**src/hw/monitor_gate_pkg.sv**
```systemverilog
// Constants and state types shared by the monitor entry gate
package monitor_gate_pkg;
	localparam logic [7:0]  OP_RUN       = 8'h28;
	localparam logic [7:0]  OP_READ_SP   = 8'h0C;
	localparam logic [3:0]  SEC_COUNT    = 4'h8;
	localparam logic [15:0] SEC_BASE     = 16'hFFF6;
	localparam logic [15:0] SEC_TOP      = 16'hFFFD;
	localparam logic [15:0] STATUS_ADDR  = 16'h0080;
	localparam int          STATUS_BIT   = 6;
	localparam logic [7:0]  ERASED_BYTE  = 8'hFF;
	localparam logic [7:0]  INVALID_BYTE = 8'h00;
	localparam logic [15:0] SP_READ_OFS  = 16'h0001;
	localparam logic [15:0] OFS_PCH      = 16'h0005;
	localparam logic [15:0] OFS_PCL      = 16'h0006;
	localparam logic [2:0]  FRAME_LAST   = 3'h5;
	localparam logic [15:0] SP_RESET     = 16'h00FF;

	typedef enum logic [3:0] {
		G_WAIT_SEC = 4'h0,
		G_PUSH     = 4'h1,
		G_PUSH_W   = 4'h2,
		G_STAT_RD  = 4'h3,
		G_STAT_WR  = 4'h4,
		G_BREAK    = 4'h5,
		G_CMD      = 4'h6,
		G_SP_HI    = 4'h7,
		G_SP_LO    = 4'h8,
		G_POP      = 4'h9,
		G_POP_W    = 4'hA,
		G_RUNNING  = 4'hB
	} gate_state_e;

	typedef enum logic [1:0] {
		STK_IDLE = 2'h0,
		STK_PUSH = 2'h1,
		STK_RD   = 2'h2,
		STK_CAP  = 2'h3
	} stk_state_e;
endpackage

```
**src/hw/stack_mem_if.sv**
```systemverilog
// RAM request path from the stack engine to the gate's RAM port
`timescale 1ns/1ps
`default_nettype none
interface stack_mem_if;
	logic        req;
	logic        we;
	logic [15:0] addr;
	logic [7:0]  wdata;
	logic [7:0]  rdata;

	modport engine (output req, output we, output addr, output wdata, input rdata);
	modport owner  (input req, input we, input addr, input wdata, output rdata);
endinterface
`default_nettype wire

```
**src/hw/monitor_security_gate.sv**
```systemverilog
// Monitor entry gate: security check, break, run and stack pointer read
// Behaviour
// - On monitor entry the registers are stacked as for a software interrupt, then H is pushed.
// - The run command 0x28 pops H and returns from interrupt to the stacked program counter.
// - The stack pointer read command answers with the stack pointer plus one.
// - The entry frame holds the program counter high byte at SP+5 and the low byte at SP+6.
// - The host sends eight bytes and access opens only if all equal stored bytes 0xFFF6-0xFFFD.
// - After power-on reset the link waits for the eight security bytes before anything else.
// - An opened gate stays open, allowing flash reads and fetches, until the next power-on reset.
// - Any other reset keeps the gate state and asks for no security bytes.
// - On mismatch monitor mode stays, flash reads give an invalid value, fetches cause a reset.
// - After power-on reset the break character goes out only after all eight security bytes have arrived.
// - Bit 6 of RAM byte 0x80 is set when the security bytes matched.
// - A mass erase leaves all eight security bytes at 0xFF.
`timescale 1ns/1ps
`default_nettype none
module monitor_security_gate (
	input  wire logic        CLOCK,
	input  wire logic        RESET,
	input  wire logic        POWER_ON,
	input  wire logic        RX_VALID,
	input  wire logic [7:0]  RX_DATA,
	input  wire logic        TX_READY,
	output logic             TX_VALID,
	output logic [7:0]       TX_DATA,
	output logic             TX_BREAK,
	output logic             RAM_REQ,
	output logic             RAM_WE,
	output logic [15:0]      RAM_ADDR,
	output logic [7:0]       RAM_WDATA,
	input  wire logic [7:0]  RAM_RDATA,
	input  wire logic [15:0] CPU_SP,
	input  wire logic [15:0] CPU_PC,
	input  wire logic [7:0]  CPU_A,
	input  wire logic [7:0]  CPU_X,
	input  wire logic [7:0]  CPU_H,
	input  wire logic [7:0]  CPU_CCR,
	output logic             RESUME,
	output logic [15:0]      RESUME_PC,
	output logic [15:0]      RESUME_SP,
	output logic [7:0]       RESUME_A,
	output logic [7:0]       RESUME_X,
	output logic [7:0]       RESUME_H,
	output logic [7:0]       RESUME_CCR,
	input  wire logic        NVM_WE,
	input  wire logic [15:0] NVM_ADDR,
	input  wire logic [7:0]  NVM_WDATA,
	input  wire logic        MASS_ERASE,
	input  wire logic        FLASH_READ,
	input  wire logic [7:0]  FLASH_RDATA,
	input  wire logic        FLASH_FETCH,
	output logic [7:0]       FLASH_DATA_OUT,
	output logic             ILLEGAL_ADDR_RESET,
	output logic             ACCESS_GRANTED
);
	monitor_gate_pkg::gate_state_e state_r;
	monitor_gate_pkg::gate_state_e state_nxt;

	logic        granted_r;
	logic        granted_nxt;
	logic        tx_valid_r;
	logic        tx_valid_nxt;
	logic [7:0]  tx_data_r;
	logic [7:0]  tx_data_nxt;
	logic        tx_break_r;
	logic        tx_break_nxt;
	logic        own_req_r;
	logic        own_req_nxt;
	logic        own_we_r;
	logic        own_we_nxt;
	logic [7:0]  own_wdata_r;
	logic [7:0]  own_wdata_nxt;
	logic [7:0]  sp_lo_r;
	logic [7:0]  sp_lo_nxt;
	logic        resume_r;
	logic        resume_nxt;
	logic [7:0]  flash_q_r;
	logic [7:0]  flash_q_nxt;
	logic        illegal_r;
	logic        illegal_nxt;

	logic        start_push;
	logic        start_pop;
	logic        stk_done;
	logic        sec_done;
	logic        sec_match;
	logic        sec_byte;
	logic [15:0] stk_sp;
	logic [15:0] sp_read;

	stack_mem_if mem ();

	// Only security bytes may reach the comparator, never later commands
	assign sec_byte   = RX_VALID && state_r == monitor_gate_pkg::G_WAIT_SEC;
	assign start_push = state_r == monitor_gate_pkg::G_PUSH;
	assign start_pop  = state_r == monitor_gate_pkg::G_POP;
	assign sp_read    = stk_sp + monitor_gate_pkg::SP_READ_OFS;

	security_compare u_compare (
		.clk        (CLOCK),
		.rst        (RESET),
		.byte_valid (sec_byte),
		.byte_data  (RX_DATA),
		.prog_we    (NVM_WE),
		.prog_addr  (NVM_ADDR),
		.prog_data  (NVM_WDATA),
		.mass_erase (MASS_ERASE),
		.count_done (sec_done),
		.matched    (sec_match)
	);

	stack_engine u_stack (
		.clk        (CLOCK),
		.rst        (RESET),
		.start_push (start_push),
		.start_pop  (start_pop),
		.sp_in      (CPU_SP),
		.pc_in      (CPU_PC),
		.a_in       (CPU_A),
		.x_in       (CPU_X),
		.h_in       (CPU_H),
		.ccr_in     (CPU_CCR),
		.mem        (mem.engine),
		.done       (stk_done),
		.sp_out     (stk_sp),
		.pc_out     (RESUME_PC),
		.a_out      (RESUME_A),
		.x_out      (RESUME_X),
		.h_out      (RESUME_H),
		.ccr_out    (RESUME_CCR)
	);

	// The gate owns the RAM port only for the status byte update
	assign mem.rdata = RAM_RDATA;
	assign RAM_REQ   = own_req_r | mem.req;
	assign RAM_WE    = own_req_r ? own_we_r : mem.we;
	assign RAM_ADDR  = own_req_r ? monitor_gate_pkg::STATUS_ADDR : mem.addr;
	assign RAM_WDATA = own_req_r ? own_wdata_r : mem.wdata;

	assign TX_VALID           = tx_valid_r;
	assign TX_DATA            = tx_data_r;
	assign TX_BREAK           = tx_break_r;
	assign RESUME             = resume_r;
	assign RESUME_SP          = stk_sp;
	assign FLASH_DATA_OUT     = flash_q_r;
	assign ILLEGAL_ADDR_RESET = illegal_r;
	assign ACCESS_GRANTED     = granted_r;

	always_comb begin
		state_nxt     = state_r;
		granted_nxt   = granted_r;
		tx_valid_nxt  = tx_valid_r;
		tx_data_nxt   = tx_data_r;
		tx_break_nxt  = tx_break_r;
		own_req_nxt   = 1'b0;
		own_we_nxt    = 1'b0;
		own_wdata_nxt = own_wdata_r;
		sp_lo_nxt     = sp_lo_r;
		resume_nxt    = 1'b0;
		unique case (state_r)
			monitor_gate_pkg::G_WAIT_SEC: begin
				// Nothing is sent until the eighth byte is in
				if (sec_done) begin
					granted_nxt = granted_r | sec_match;
					state_nxt = monitor_gate_pkg::G_PUSH;
				end
			end
			monitor_gate_pkg::G_PUSH: begin
				state_nxt = monitor_gate_pkg::G_PUSH_W;
			end
			monitor_gate_pkg::G_PUSH_W: begin
				if (stk_done) begin
					own_req_nxt = 1'b1;
					state_nxt = monitor_gate_pkg::G_STAT_RD;
				end
			end
			monitor_gate_pkg::G_STAT_RD: begin
				// Read-modify-write keeps the other bits of the status byte
				state_nxt = monitor_gate_pkg::G_STAT_WR;
			end
			monitor_gate_pkg::G_STAT_WR: begin
				own_wdata_nxt = RAM_RDATA;
				own_wdata_nxt[monitor_gate_pkg::STATUS_BIT] = granted_r;
				own_req_nxt = 1'b1;
				own_we_nxt = 1'b1;
				tx_break_nxt = 1'b1;
				state_nxt = monitor_gate_pkg::G_BREAK;
			end
			monitor_gate_pkg::G_BREAK: begin
				if (TX_READY) begin
					tx_break_nxt = 1'b0;
					state_nxt = monitor_gate_pkg::G_CMD;
				end
			end
			monitor_gate_pkg::G_CMD: begin
				// Unknown opcodes are dropped; their handling lives elsewhere
				if (RX_VALID && RX_DATA == monitor_gate_pkg::OP_RUN) begin
					state_nxt = monitor_gate_pkg::G_POP;
				end else if (RX_VALID && RX_DATA == monitor_gate_pkg::OP_READ_SP) begin
					tx_valid_nxt = 1'b1;
					tx_data_nxt = sp_read[15:8];
					sp_lo_nxt = sp_read[7:0];
					state_nxt = monitor_gate_pkg::G_SP_HI;
				end
			end
			monitor_gate_pkg::G_SP_HI: begin
				if (TX_READY) begin
					tx_data_nxt = sp_lo_r;
					state_nxt = monitor_gate_pkg::G_SP_LO;
				end
			end
			monitor_gate_pkg::G_SP_LO: begin
				if (TX_READY) begin
					tx_valid_nxt = 1'b0;
					state_nxt = monitor_gate_pkg::G_CMD;
				end
			end
			monitor_gate_pkg::G_POP: begin
				state_nxt = monitor_gate_pkg::G_POP_W;
			end
			monitor_gate_pkg::G_POP_W: begin
				if (stk_done) begin
					resume_nxt = 1'b1;
					state_nxt = monitor_gate_pkg::G_RUNNING;
				end
			end
			monitor_gate_pkg::G_RUNNING: begin
				state_nxt = monitor_gate_pkg::G_RUNNING;
			end
			default: begin
				state_nxt = monitor_gate_pkg::G_CMD;
			end
		endcase
	end

	// Flash gating stays active in every state, the monitor included
	always_comb begin
		flash_q_nxt = flash_q_r;
		illegal_nxt = 1'b0;
		if (FLASH_READ) begin
			flash_q_nxt = granted_r ? FLASH_RDATA : monitor_gate_pkg::INVALID_BYTE;
		end
		if (FLASH_FETCH && !granted_r) begin
			illegal_nxt = 1'b1;
		end
	end

	always_ff @(posedge CLOCK) begin
		if (RESET) begin
			// Only a power-on reset asks for the bytes again
			state_r <= POWER_ON ? monitor_gate_pkg::G_WAIT_SEC
				: monitor_gate_pkg::G_PUSH;
			tx_valid_r  <= 1'b0;
			tx_data_r   <= 8'h00;
			tx_break_r  <= 1'b0;
			own_req_r   <= 1'b0;
			own_we_r    <= 1'b0;
			own_wdata_r <= 8'h00;
			sp_lo_r     <= 8'h00;
			resume_r    <= 1'b0;
			flash_q_r   <= 8'h00;
			illegal_r   <= 1'b0;
		end else begin
			state_r     <= state_nxt;
			tx_valid_r  <= tx_valid_nxt;
			tx_data_r   <= tx_data_nxt;
			tx_break_r  <= tx_break_nxt;
			own_req_r   <= own_req_nxt;
			own_we_r    <= own_we_nxt;
			own_wdata_r <= own_wdata_nxt;
			sp_lo_r     <= sp_lo_nxt;
			resume_r    <= resume_nxt;
			flash_q_r   <= flash_q_nxt;
			illegal_r   <= illegal_nxt;
		end
	end

	// Survives a warm reset; a power-on reset closes it
	always_ff @(posedge CLOCK) begin
		if (RESET && POWER_ON) begin
			granted_r <= 1'b0;
		end else if (RESET) begin
			granted_r <= granted_r;
		end else begin
			granted_r <= granted_nxt;
		end
	end
endmodule
`default_nettype wire

```
**src/hw/security_compare.sv**
```systemverilog
// Eight stored security bytes and in-order comparison of received bytes
`timescale 1ns/1ps
`default_nettype none
module security_compare (
	input  wire logic        clk,
	input  wire logic        rst,
	input  wire logic        byte_valid,
	input  wire logic [7:0]  byte_data,
	input  wire logic        prog_we,
	input  wire logic [15:0] prog_addr,
	input  wire logic [7:0]  prog_data,
	input  wire logic        mass_erase,
	output logic             count_done,
	output logic             matched
);
	// Nonvolatile in silicon, so the array is deliberately left out of reset
	logic [7:0] stored_r [0:7];
	logic [7:0] stored_nxt [0:7];
	logic [3:0] idx_r;
	logic [3:0] idx_nxt;
	logic       miss_r;
	logic       miss_nxt;
	logic       in_range;
	logic [15:0] prog_ofs;

	assign prog_ofs   = prog_addr - monitor_gate_pkg::SEC_BASE;
	assign in_range   = prog_addr >= monitor_gate_pkg::SEC_BASE &&
		prog_addr <= monitor_gate_pkg::SEC_TOP;
	assign count_done = idx_r == monitor_gate_pkg::SEC_COUNT;
	assign matched    = count_done && !miss_r;

	always_comb begin
		idx_nxt  = idx_r;
		miss_nxt = miss_r;
		for (int i = 0; i < 8; i++) begin
			if (mass_erase) begin
				stored_nxt[i] = monitor_gate_pkg::ERASED_BYTE;
			end else if (prog_we && in_range && prog_ofs[2:0] == 3'(i)) begin
				stored_nxt[i] = prog_data;
			end else begin
				stored_nxt[i] = stored_r[i];
			end
		end
		if (byte_valid && !count_done) begin
			// Arrival order meets ascending address order
			if (byte_data != stored_r[idx_r[2:0]]) begin
				miss_nxt = 1'b1;
			end
			idx_nxt = idx_r + 4'h1;
		end
	end

	always_ff @(posedge clk) begin
		stored_r <= stored_nxt;
		if (rst) begin
			idx_r  <= 4'h0;
			miss_r <= 1'b0;
		end else begin
			idx_r  <= idx_nxt;
			miss_r <= miss_nxt;
		end
	end
endmodule
`default_nettype wire

```
**src/hw/stack_engine.sv**
```systemverilog
// Pushes the monitor entry frame and pops it back for the run command
`timescale 1ns/1ps
`default_nettype none
module stack_engine (
	input  wire logic        clk,
	input  wire logic        rst,
	input  wire logic        start_push,
	input  wire logic        start_pop,
	input  wire logic [15:0] sp_in,
	input  wire logic [15:0] pc_in,
	input  wire logic [7:0]  a_in,
	input  wire logic [7:0]  x_in,
	input  wire logic [7:0]  h_in,
	input  wire logic [7:0]  ccr_in,
	stack_mem_if.engine      mem,
	output logic             done,
	output logic [15:0]      sp_out,
	output logic [15:0]      pc_out,
	output logic [7:0]       a_out,
	output logic [7:0]       x_out,
	output logic [7:0]       h_out,
	output logic [7:0]       ccr_out
);
	monitor_gate_pkg::stk_state_e state_r, state_nxt;
	logic [2:0]  step_r, step_nxt;
	logic [15:0] sp_r, sp_nxt;
	logic [15:0] pc_r, pc_nxt;
	logic [7:0]  a_r, a_nxt;
	logic [7:0]  x_r, x_nxt;
	logic [7:0]  h_r, h_nxt;
	logic [7:0]  ccr_r, ccr_nxt;
	logic        done_r, done_nxt;

	// Interrupt stacking order, then the index high byte last
	// Values come in as arguments, so the continuous assign follows every change of them
	function automatic logic [7:0] push_byte(
		input logic [2:0]  s,
		input logic [15:0] pc,
		input logic [7:0]  x,
		input logic [7:0]  a,
		input logic [7:0]  ccr,
		input logic [7:0]  h
	);
		case (s)
			3'h0:    push_byte = pc[7:0];
			3'h1:    push_byte = pc[15:8];
			3'h2:    push_byte = x;
			3'h3:    push_byte = a;
			3'h4:    push_byte = ccr;
			default: push_byte = h;
		endcase
	endfunction

	assign mem.req   = state_r == monitor_gate_pkg::STK_PUSH ||
		state_r == monitor_gate_pkg::STK_RD;
	assign mem.we    = state_r == monitor_gate_pkg::STK_PUSH;
	assign mem.addr  = mem.we ? sp_r : sp_r + 16'h0001;
	assign mem.wdata = push_byte(step_r, pc_r, x_r, a_r, ccr_r, h_r);
	assign done    = done_r;
	assign sp_out  = sp_r;
	assign pc_out  = pc_r;
	assign a_out   = a_r;
	assign x_out   = x_r;
	assign h_out   = h_r;
	assign ccr_out = ccr_r;

	always_comb begin
		state_nxt = state_r;
		step_nxt  = step_r;
		sp_nxt    = sp_r;
		pc_nxt    = pc_r;
		a_nxt     = a_r;
		x_nxt     = x_r;
		h_nxt     = h_r;
		ccr_nxt   = ccr_r;
		done_nxt  = 1'b0;
		unique case (state_r)
			monitor_gate_pkg::STK_IDLE: begin
				step_nxt = 3'h0;
				if (start_push) begin
					sp_nxt = sp_in;
					pc_nxt = pc_in;
					a_nxt = a_in;
					x_nxt = x_in;
					h_nxt = h_in;
					ccr_nxt = ccr_in;
					state_nxt = monitor_gate_pkg::STK_PUSH;
				end else if (start_pop) begin
					state_nxt = monitor_gate_pkg::STK_RD;
				end
			end
			monitor_gate_pkg::STK_PUSH: begin
				// PCH lands at SP+5 and PCL at SP+6 once H is on top
				sp_nxt = sp_r - 16'h0001;
				step_nxt = step_r + 3'h1;
				if (step_r == monitor_gate_pkg::FRAME_LAST) begin
					done_nxt = 1'b1;
					state_nxt = monitor_gate_pkg::STK_IDLE;
				end
			end
			monitor_gate_pkg::STK_RD: begin
				sp_nxt = sp_r + 16'h0001;
				state_nxt = monitor_gate_pkg::STK_CAP;
			end
			monitor_gate_pkg::STK_CAP: begin
				// Host edits of the frame are picked up here
				case (step_r)
					3'h0:    h_nxt = mem.rdata;
					3'h1:    ccr_nxt = mem.rdata;
					3'h2:    a_nxt = mem.rdata;
					3'h3:    x_nxt = mem.rdata;
					3'h4:    pc_nxt = {mem.rdata, pc_r[7:0]};
					default: pc_nxt = {pc_r[15:8], mem.rdata};
				endcase
				step_nxt = step_r + 3'h1;
				state_nxt = monitor_gate_pkg::STK_RD;
				if (step_r == monitor_gate_pkg::FRAME_LAST) begin
					done_nxt = 1'b1;
					state_nxt = monitor_gate_pkg::STK_IDLE;
				end
			end
		endcase
	end

	always_ff @(posedge clk) begin
		if (rst) begin
			state_r <= monitor_gate_pkg::STK_IDLE;
			step_r  <= 3'h0;
			sp_r    <= monitor_gate_pkg::SP_RESET;
			pc_r    <= 16'h0000;
			a_r     <= 8'h00;
			x_r     <= 8'h00;
			h_r     <= 8'h00;
			ccr_r   <= 8'h00;
			done_r  <= 1'b0;
		end else begin
			state_r <= state_nxt;
			step_r  <= step_nxt;
			sp_r    <= sp_nxt;
			pc_r    <= pc_nxt;
			a_r     <= a_nxt;
			x_r     <= x_nxt;
			h_r     <= h_nxt;
			ccr_r   <= ccr_nxt;
			done_r  <= done_nxt;
		end
	end
endmodule
`default_nettype wire

```
**config.mk**
```make
export PLATFORM = sky130hd
export DESIGN_NAME = monitor_security_gate
export DESIGN_NICKNAME = d
export VERILOG_FILES = /design/src/hw/monitor_gate_pkg.sv /design/src/hw/stack_mem_if.sv /design/src/hw/monitor_security_gate.sv /design/src/hw/security_compare.sv /design/src/hw/stack_engine.sv
export SDC_FILE = /design/constraint.sdc
export NUM_CORES = 1
export LEC_CHECK = 0
export BUFFER_PORTS_ARGS = -buffer_cell sky130_fd_sc_hd__buf_2
export CAP_MARGIN = 10
export CORE_MARGIN = 2
export CORE_UTILIZATION = 54
export CTS_CLUSTER_SIZE = 20
export DETAILED_ROUTE_END_ITERATION = 16
export PLACE_DENSITY = 0.81
export REMOVE_ABC_BUFFERS = 1
export SLEW_MARGIN = 25
export SYNTH_ARGS = -nofsm -noshare
export SYNTH_HDL_FRONTEND = slang
export SYNTH_SLANG_ARGS = --single-unit
```
**constraint.sdc**
```tcl
create_clock -name CLOCK -period 3.5 [get_ports CLOCK]
set_clock_uncertainty 0.1 [all_clocks]
set_input_delay 0.525 -clock CLOCK [delete_from_list [all_inputs] [get_ports CLOCK]]
set_output_delay 0.525 -clock CLOCK [all_outputs]
set_load 0.05 [all_outputs]
```
# Word-level counts from Yosys, hierarchy flattened
# Cells that the tools add are included.
dict set report classes {
  add_sub_neg 5
  order_cmp 3
  n_eq_ne 51
  mux 56
  bitwise 7
  n_reduce_logical 51
}
# op n
set ops {}
lappend ops {{8-bit 2-to-1 mux} 15}
lappend ops {{8-bit case mux with 2 select lines} 5}
lappend ops {{16-bit 2-to-1 mux} 4}
lappend ops {{16-bit case mux with 2 select lines} 2}
lappend ops {{16-bit case mux with 3 select lines} 1}
lappend ops {{4-bit case mux with 11 select lines} 1}
lappend ops {{8-bit case mux with 5 select lines} 1}
lappend ops {{4-bit 2-to-1 mux} 8}
lappend ops {{2-bit inequality test (second input constant)} 13}
lappend ops {{8-bit binary-select mux with 3-bit select} 1}
lappend ops {{4-bit == test (second input constant)} 5}
lappend ops {{3-bit == test (second input constant)} 6}
lappend ops {{3-bit AND reduction} 6}
lappend ops {{1-bit logical AND} 17}
lappend ops {{16-bit by 1-bit adder with 16-bit output (second input constant)} 1}
lappend ops {{4-bit by 3-bit == test with 1-bit output (second input constant)} 4}
lappend ops {{16-bit greater-or-equal comparator (second input constant)} 1}
lappend ops {{16-bit less-or-equal comparator (second input constant)} 1}
lappend ops {{4-bit AND reduction} 4}
lappend ops {{16-bit by 1-bit subtractor with 16-bit output (second input constant)} 1}
lappend ops {{3-bit by 2-bit == test with 1-bit output (second input constant)} 4}
lappend ops {{2-bit nonzero test} 5}
lappend ops {{1-bit 2-to-1 mux} 9}
lappend ops {{3-bit by 2-bit inequality test with 1-bit output (second input constant)} 3}
lappend ops {{other kinds (33)} 55}
dict set report word_totals {
  ff_bits 182
  out_inout_bits 111
  wordCells 205
}

# Longest topological paths before layout
# Gate-level depths: netlist of run 1.
dict set report logic_depth {
  word_depth 6
  depth_mapped 10
  mapped_depth_nobuf 8
}

# Modules after synthesis
# Synthesis of run 1 repeated with hierarchy kept, for this count alone.
dict set report unflattened {
  hier_cells 1182
  area_unflattened_um2 10188.5
}
# module n_inst cells_each area_per_inst_um2 seq_area_each_um2
set modules_own_cells {}
lappend modules_own_cells {stack_engine 1 577 4440.5 1401.3}
lappend modules_own_cells {security_compare 1 322 3288.2 1381.3}
lappend modules_own_cells {monitor_security_gate 1 283 2459.9 900.9}

# Worst setup path before layout of run 1
# No wires, ideal clock.
dict set report synth_timing {
  path_type {reg2out}
  from {reg u_stack.step_r[0]}
  to {out RAM_WDATA[5]}
  t_arrival_ps 2997
  t_required_ps 2875
  path_slack_ps -122
  stages_incl_launch_ff 10
  path_buffers 3
  path_cell_list {dfxtp_1 -> ha_1 -> ha_1 -> clkbuf_1 -> or4_1 -> clkbuf_1 -> clkbuf_1 -> o211ai_1 -> o21ai_0 -> o21ai_0}
}
dict set report synth_between {
  elab_chain_len 3
  elab_cells_between_ends 7
}
# element line_no
set synth_lines {}
lappend synth_lines {{start: declaration} stack_engine.sv:25} ;# logic [2:0] step_r, step_nxt;
lappend synth_lines {{start signal: assignment} stack_engine.sv:138} ;# step_r <= step_nxt;
lappend synth_lines {{3-bit == test, or another cell as far along} stack_engine.sv:44} ;# case (s)
lappend synth_lines {{8-bit case mux with 5 select lines *} stack_engine.sv:44}
lappend synth_lines {{8-bit 2-to-1 mux *} monitor_security_gate.sv:138} ;# assign RAM_WDATA = own_req_r ? own_wdata_r : mem.wdata;
lappend synth_lines {{end: declaration} monitor_security_gate.sv:30} ;# output logic [7:0] RAM_WDATA,
# Mark *: on every way between the ends. The rest lies on a longest branch, timed or not.

# Final worst setup path of run 1
dict set report layout_timing {
  from {reg u_stack.step_r[0]}
  to {out RAM_WDATA[6]}
}
# The elaborated chain is that of the path after synthesis.

==> results of run 1 <==
## layout by cell type, fill, tap and decap left out, types with 10 or more instances in the layout
| master | Yosys | layout |
|---|---|---|
| inv_1 | 26 | 26 |
| dfxtp_1 | 178 | 174 |
| ha_1 | 16 | 15 |
| a311oi_1 | 36 | 36 |
| or3_1 | 15 | 15 |
| nand2_1 | 111 | 111 |
| o211ai_1 | 19 | 19 |
| nand3_1 | 25 | 25 |
| mux2i_1 | 26 | 26 |
| nor2_1 | 168 | 168 |
| and3_1 | 11 | 10 |
| buf_2 | 7 | 224 |
| buf_4 | 0 | 33 |
| nor2b_1 | 40 | 39 |
| xnor2_1 | 19 | 19 |
| clkbuf_16 | 0 | 17 |
| nor3_1 | 17 | 16 |
| xor2_1 | 22 | 22 |
| o21ai_0 | 42 | 42 |
| a211oi_1 | 18 | 18 |
| a211o_1 | 71 | 71 |
| a21oi_1 | 52 | 52 |
| nand4_1 | 11 | 11 |
## layout make-up
class	instances	area, µm²
antenna	1	2.50
inverter	27	101
tap	225	282
fill	1463	5830
multi-input combinational	841	5430
clock buffer	17	425
sequential	182	3690
clock inverter	15	168
timing repair buffer	258	1380
## routing by layer
metal	up-vias	track usage, %	part of all wire, %
met5	-	0	0.040
met4	2	10.9	2.4
met3	71	6.00	7.9
met2	428	47.3	48
met1	4485	37.3	42
li1	4535	-	-
## where the power goes
part | internal, µW | switching (µW)
Sequential | 2460 | 519
Combinational | 1430 | 3640
Clock | 1070 | 863
## logic make-up after synthesis
logic type	synth area share, %
mux	5.55
fa+ha+maj	2.10
xor+xnor	3.76
simple gates	21.7
flops	38.6
compound gates	23.4
buf+inv	4.89
## final timing paths
kind	from	endpoint	slack (ns)	depth (start not counted)
worst max-delay path	u_stack.step_r[0]	RAM_WDATA[6]	0.14	8
worst min-delay path	POWER_ON	ACCESS_GRANTED	0.19	2
worst max register to register	u_stack.sp_out[0]	u_stack.sp_out[14]	0.59	8
worst min register to register	own_wdata_r[7]	own_wdata_r[7]	0.36	2
## repair_timing
item / CTS / global route
cloned: 0 / 1
gates resized for setup: 2 / 17
setup endpoints to repair: 8 / 13
pin swaps: 0 / 1
## per-stage QoR
| stage | worst slack [ns] | cells | hold WS [ns] | setup TNS [ns] |
|---|---|---|---|---|
| finish | 0.138 | 1566 | 0.188 | 0 |
| floorplan | -0.0925 | 1049 | 0.325 | -0.740 |
| global placement | 0.443 | 1532 | 0.337 | 0 |
| global route | 0.0315 | 1566 | 0.175 | 0 |
| detailed placement | 0.337 | 1532 | 0.345 | 0 |
| CTS | 0.0678 | 1564 | 0.172 | 0 |
==> flow_summary.toml, run 1 <==
[outcome]
status = "complete, no violations"

[place]
dpl.hpwl_um = 19500
postPlaceCellArea_um2 = 10800
place.gp.congestion = 0.924
place.port_buffers = 231

[final_layout]
layout.nets = 1464
finalInstanceArea_um2 = 11500
syn_to_final_growth_pct = 20.1
regMostFlops = "u_compare.stored_r"
largest_reg_flops = 64
layout-drive-gt1-share_pct = 24.6
fin_util_pct = 66.3

[yosys]
synthTopCellsByArea = "dfxtp_1, nor2_1, a211o_1"
yosys_most_used_dff = "dfxtp_1"
synthDominantAreaCellType = "dfxtp_1"
synthCells = 1142
synth_edf_count = 4
async_flop_share_pct = 0
synth-seq-cells = 182
synthDistinctLibCells = 64
postSynthAreaPerCell_um2 = 8.36
seq_area_frac_synth_pct = 38.6
synth_area_um2 = 9550
yosys_warnings = 0
synth_top_area_share_pct = 37.3
synth_most_common_cell = "dfxtp_1"
synth_commonest_cells = "dfxtp_1, nor2_1, nand2_1"

[sta]
min_period_ns = 3.36
fmax_mhz = 297
finalSetupViolCount = 0
slew_headroom_pct = 31.9
slew_viol_final = 0
hold_violations = 0
rsz0062_at_grt = "false"
fin_crit_sh_pct = 96.0
worstMarginPinSlew_ns = 1.02

[min_path]
hold_path_class = "input port to register"

[drt]
drtIter0Drc = 828
wire_per_inst_um = 17.7
via_count = 9521
first_pass_iters = 7
ant_nets = 0
drc_errors = 0
drt-total-wl_um = 27800
avgViaCountPerCell = 6.08

[clock_tree]
worstSkewPairLatency_ns = 0.43
cts_tree = "done"
postCtsHoldBufs = 0
cts.sinks = 182
clkTransAtPathRegs_ns = 0.07
cts_buffers = 17
clk_path_buf_depth = 2
post_cts_buffers = 0
cts_root_buffer = "clkbuf_16"
cts_max_level = 4

[power]
ir_worst_vdd_mv = 0.740
leakage_uw = 0.00470
power_density_nw_per_um2 = 870
power.total_uw = 9980

[run]
max_cap_viol_count = 0

[die]
die_area_um2 = 18800
fp-row-count = 48
core_um2 = 17300
die_w_um = 137
initial_core_util_pct = 55.2
die_h_um = 137
io_pins = 232

[setup_path]
cp_max_fo = 8
crit_buf_inv = 2
critPathSlowestCell = "or4_4"
worstSetupStartpointType = "register"
cp_slowest_stage_delay_ns = 0.62
critPathArrivalTime_ns = 2.74
critPathKind = "register to output port"
end_kind = "output port"
crit_chain = "inv_1 -> ha_1 -> nor2b_2 -> or4_4 -> o211ai_1 -> o21ai_0 -> o21ai_0 -> buf_2"
path_common_cell = "o21ai_0"
crit_family = "simple AND/OR/NAND/NOR gates"
required_ns = 2.87

[global_routing]
grt_max_degree = 65
grt.total_usage_pct = 28.9
grt_pass1_vias = 8591
antenna_found_initial = 2
grt_pass1_wl_um = 43000
grt_overflow = 0
Note: power is estimated with default switching activity, not from simulation.
==> run 2: changes to the inputs <==
- clock period: 3.5 -> 3.1 ns (I/O delays scaled with it)
==> run 2 against run 1 <==
Compared with the run above: sequential power rose by 10%; die area did not move; via count rose by 2.0%; flip-flop and latch count did not move; largest power group unchanged; core utilization rose by 1.5 points; register-to-register slack got worse by 0.32 ns.
==> flow_summary.toml, run 2 (synthesis gave the netlist of run 1 again) <==
[global_routing]
grt_overflow = 0
antenna_found_initial = 2
grt_max_degree = 112
grt.total_usage_pct = 29.7
grt_pass1_wl_um = 44200
grt_pass1_vias = 8751
top_usage_layer = "met2"
met2_usage_pct = 48.7
grtUsageMet1_pct = 38.2
use_met3_pct = 6.19

[final_layout]
regMostFlops = "u_compare.stored_r"
layout_commonest_cell = "buf_2"
multi_input_area_um2 = 5460
syn_to_final_growth_pct = 22.9
final_cell_mix = "buf_2, dfxtp_1, nor2_1"
fill_cells = 1402
largest_reg_flops = 64
layout-drive-gt1-share_pct = 26.3
finalInstanceArea_um2 = 11700
seqCellArea_um2 = 3700
layout.nets = 1486
fin_util_pct = 67.9
final_cell_count_no_fill = 1587

[min_path]
hold_path_class = "input port to register"
worstHoldStart = "POWER_ON"
hold_depth = 2

[sta]
rsz0062_at_grt = "false"
fin_crit_sh_pct = 97.4
slew_viol_final = 0
slew_headroom_pct = 46.1
fmax_mhz = 331
hold_violations = 0
finalSetupViolCount = 0
hold_slack_ns = 0.118
layout_setup_ws_ns = 0.0804
min_period_ns = 3.02
worstMarginPinSlew_ns = 0.803

[setup_path]
critPathArrivalTime_ns = 2.45
r2r-start = "u_stack.sp_out[1]"
critPathKind = "register to output port"
worstSetupStartpointType = "register"
required_ns = 2.53
startpoint = "u_stack.step_r[0]"
reg2regPathDepth = 8
end_kind = "output port"
cp_max_fo = 7

[drt]
via_count = 9710
drt-total-wl_um = 28600
drtIter0Drc = 983
ant_nets = 0
first_pass_iters = 6
wire_per_inst_um = 18.0
drc_errors = 0
avgViaCountPerCell = 6.12

[die]
core_um2 = 17300
die_w_um = 137
io_pins = 232
die_area_um2 = 18800
initial_core_util_pct = 55.2
fp-row-count = 48
die_h_um = 137

[place]
place.gp.congestion = 0.922
postPlaceCellArea_um2 = 11000
dpl.hpwl_um = 19800
place_inst = 1552
place.port_buffers = 231
place_ws_ns = 0.139

[clock_tree]
clk_path_buf_depth = 2
cts_root_buffer = "clkbuf_16"
cts_tree = "done"
cts.sinks = 182
cts_buffers = 17
clkTransAtPathRegs_ns = 0.07
cts_max_level = 4
worstSkewPairLatency_ns = 0.44
postCtsHoldBufs = 0

[power]
ir_worst_vdd_mv = 1.00
power_density_nw_per_um2 = 983
leakage_uw = 0.00483

[run]
max_cap_viol_count = 0

[outcome]
status = "complete, no violations"
[run 2: where the power goes]
part	internal (µW)	switching (µW)	total [µW]
registers	2780	504	3290
clock network	1280	951	2230
logic	1760	4260	6020
total	5820	5720	11500
[run 2: path summary, 6_finish.rpt]
path	endpoint	slack, ns
setup / recovery	RAM_WDATA[4]	0.08
hold reg to reg	own_wdata_r[0]	0.36
setup reg to reg	u_stack.sp_out[14]	0.27
hold / removal	ACCESS_GRANTED	0.12
[run 2: critical path, stage by stage (launching register included)]
cell,delay [ns]
dfxtp_4,0.36
inv_1,0.08
ha_4,0.19
nor2b_1,0.15
or4_4,0.52
buf_12,0.16
o211ai_1,0.07
o21ai_0,0.11
o21ai_0,0.16
buf_4,0.22
[run 2: repair_timing]
| action | CTS | global route |
|---|---|---|
| pin swaps | 1 | 3 |
| endpoints found under the setup margin | 15 | 15 |
| setup buffers | 3 | 0 |
| gates resized for setup | 21 | 29 |
[run 2: through the flow]
stage | power [µW] | setup TNS, ns
floorplan | 7470 | -9.58
global placement | 9050 | 0
detailed placement | 9140 | 0
CTS | 11400 | 0
global route | 12100 | 0
finish | 11500 | 0
[run 2: area by class of cell]
cell class              instances  area share, %
multi-input cells             840           46.5
flip-flops and latches        182           31.5
well taps                     225           2.40
diodes                          1         0.0213
inverters                      27          0.863
clock inverters                10           1.01
clock buffers                  21           4.10
repair buffers                281           13.6
[run 2: layer usage]
layer,vias to the layer above,part of all wire [%]
met4,2,3.1
met1,4550,41
met2,510,48
met5,-,0.038
met3,83,8.5
li1,4565,-
==> run 3: changes to the inputs <==
- CORE_ASPECT_RATIO: default -> 1.1
==> run 3 against run 2 <==
Compared with the run above: cell area is 0.33% higher; power is 0.52% higher; non-clock buffer count is 2 lower; die area hardly changed; clock-buffer cell count stayed put; core utilization is 0.75 points lower; first-iteration DRC count is 5.0% lower; via count is 0.56% lower; critical path type unchanged; largest cell class unchanged; highest routed layer unchanged.
==> flow_summary.toml, run 3 (synthesis gave the netlist of run 1 again) <==
[sta]
slew_headroom_pct = 49.1
layout_setup_ws_ns = 0.0958
rsz0062_at_grt = "true"
worstMarginPinSlew_ns = 0.763
min_period_ns = 3.00
fmax_mhz = 333
slew_viol_final = 0
hold_violations = 0
fin_crit_sh_pct = 96.9
finalSetupViolCount = 0

[drt]
drc_errors = 0
avgViaCountPerCell = 6.04
ant_nets = 0
via_count = 9656
wire_per_inst_um = 17.7
drt-total-wl_um = 28300
drtIter0Drc = 934
first_pass_iters = 7

[setup_path]
reg2reg_to = "u_stack.sp_out[14]"
worstSetupStartpointType = "register"
r2r-start = "u_stack.sp_out[1]"
cp_max_fo = 6
reg2reg_slack_ns = 0.34
critPathKind = "register to output port"
startpoint = "u_stack.step_r[1]"
critPathArrivalTime_ns = 2.44
reg2regPathDepth = 8
end_kind = "output port"
required_ns = 2.53

[place]
place_ws_ns = 0.0894
dpl.hpwl_um = 19400
place.gp.congestion = 0.967
place.port_buffers = 231

[final_layout]
layout_commonest_cell = "buf_2"
layout.nets = 1484
syn_to_final_growth_pct = 23.3
fin_util_pct = 67.1
multi_input_area_um2 = 5460
seqCellArea_um2 = 3690
layout-drive-gt1-share_pct = 26.3
largest_reg_flops = 64
final_cell_mix = "buf_2, dfxtp_1, nor2_1"
fill_cells = 1442
regMostFlops = "u_compare.stored_r"

[outcome]
status = "complete, no violations"

[min_path]
holdPathEnd = "ACCESS_GRANTED"
hold_depth = 2
hold_path_class = "input port to register"
worstHoldStart = "POWER_ON"

[die]
die_h_um = 143
fp-row-count = 51
io_pins = 232
core_um2 = 17500
die_area_um2 = 18800
initial_core_util_pct = 54.4
die_w_um = 131

[global_routing]
grt_max_degree = 112
grt_pass1_vias = 8737
grt_pass1_wl_um = 43200
grt_overflow = 0
grt.total_usage_pct = 29.1
antenna_found_initial = 2

[clock_tree]
cts_root_buffer = "clkbuf_16"
worstSkewPairLatency_ns = 0.43
clkTransAtPathRegs_ns = 0.07
cts_buffers = 17
cts.sinks = 182
clk_path_buf_depth = 2
cts_tree = "done"
cts_max_level = 4
postCtsHoldBufs = 0

[run]
max_cap_viol_count = 0

[power]
ir_worst_vdd_mv = 0.786
leakage_uw = 0.00484
power_density_nw_per_um2 = 985
-- run 3: where the power goes --
part / switching (µW) / internal (µW)
registers: 546 / 2780
logic: 4190 / 1740
clock network: 928 / 1420
-- run 3: worst max-delay path, stage by stage (launching register included) --
cell      delay (ns)
dfxtp_4         0.37
inv_1           0.07
ha_1            0.22
nor2b_4         0.16
or4_4           0.45
buf_6           0.15
o211ai_1        0.07
o21ai_1         0.08
o21ai_1         0.23
buf_6           0.20
-- run 3: layer usage --
metal	track usage, %	up-vias	part of all wire (%)
li1	-	4545	-
met1	36.3	4571	42
met2	48.6	456	48
met3	6.03	82	7.0
met4	12.4	2	3.3
met5	0	-	0.039
-- run 3: final cells by class --
type                    instances  area share [%]
clock buffers                  21            3.99
clock inverters                10            1.42
multi-input cells             840            46.3
diodes                          1          0.0212
flip-flops and latches        182            31.4
inverters                      27           0.892
well taps                     238            2.53
repair buffers                279            13.4
-- run 3: worst max path at each step --
| stage | endpoint | slack (ns) | cells past startpoint |
|---|---|---|---|
| final | RAM_WDATA[2] | 0.1 | 9 |
| after global routing | RAM_ADDR[12] | -0.03 | 9 |
| after CTS | RAM_WDATA[0] | 0.01 | 9 |
| after detailed placement | RAM_WDATA[2] | 0.09 | 8 |
| after global placement | RAM_WDATA[1] | 0.14 | 8 |
| after floorplan | RAM_WDATA[0] | -0.43 | 6 |
-- run 3: per-stage QoR --
stage               power (µW)  instance area, µm²  hold WS [ns]  TNS, ns  instances
global placement          9010               11000         0.336        0       1562
CTS                      11500               11700         0.104        0       1597
finish                   11600               11800         0.116        0       1598
detailed placement        9100               11000         0.344        0       1562
global route             12200               11800         0.131  -0.0517       1598
floorplan                 7470                9190         0.325    -9.58       1049
-- run 3: timing repair --
item,CTS,global route
setup endpoints to repair,14,17
pin swaps,1,4
cloned,0,0
buffers inserted,4,0
resized for setup,18,34
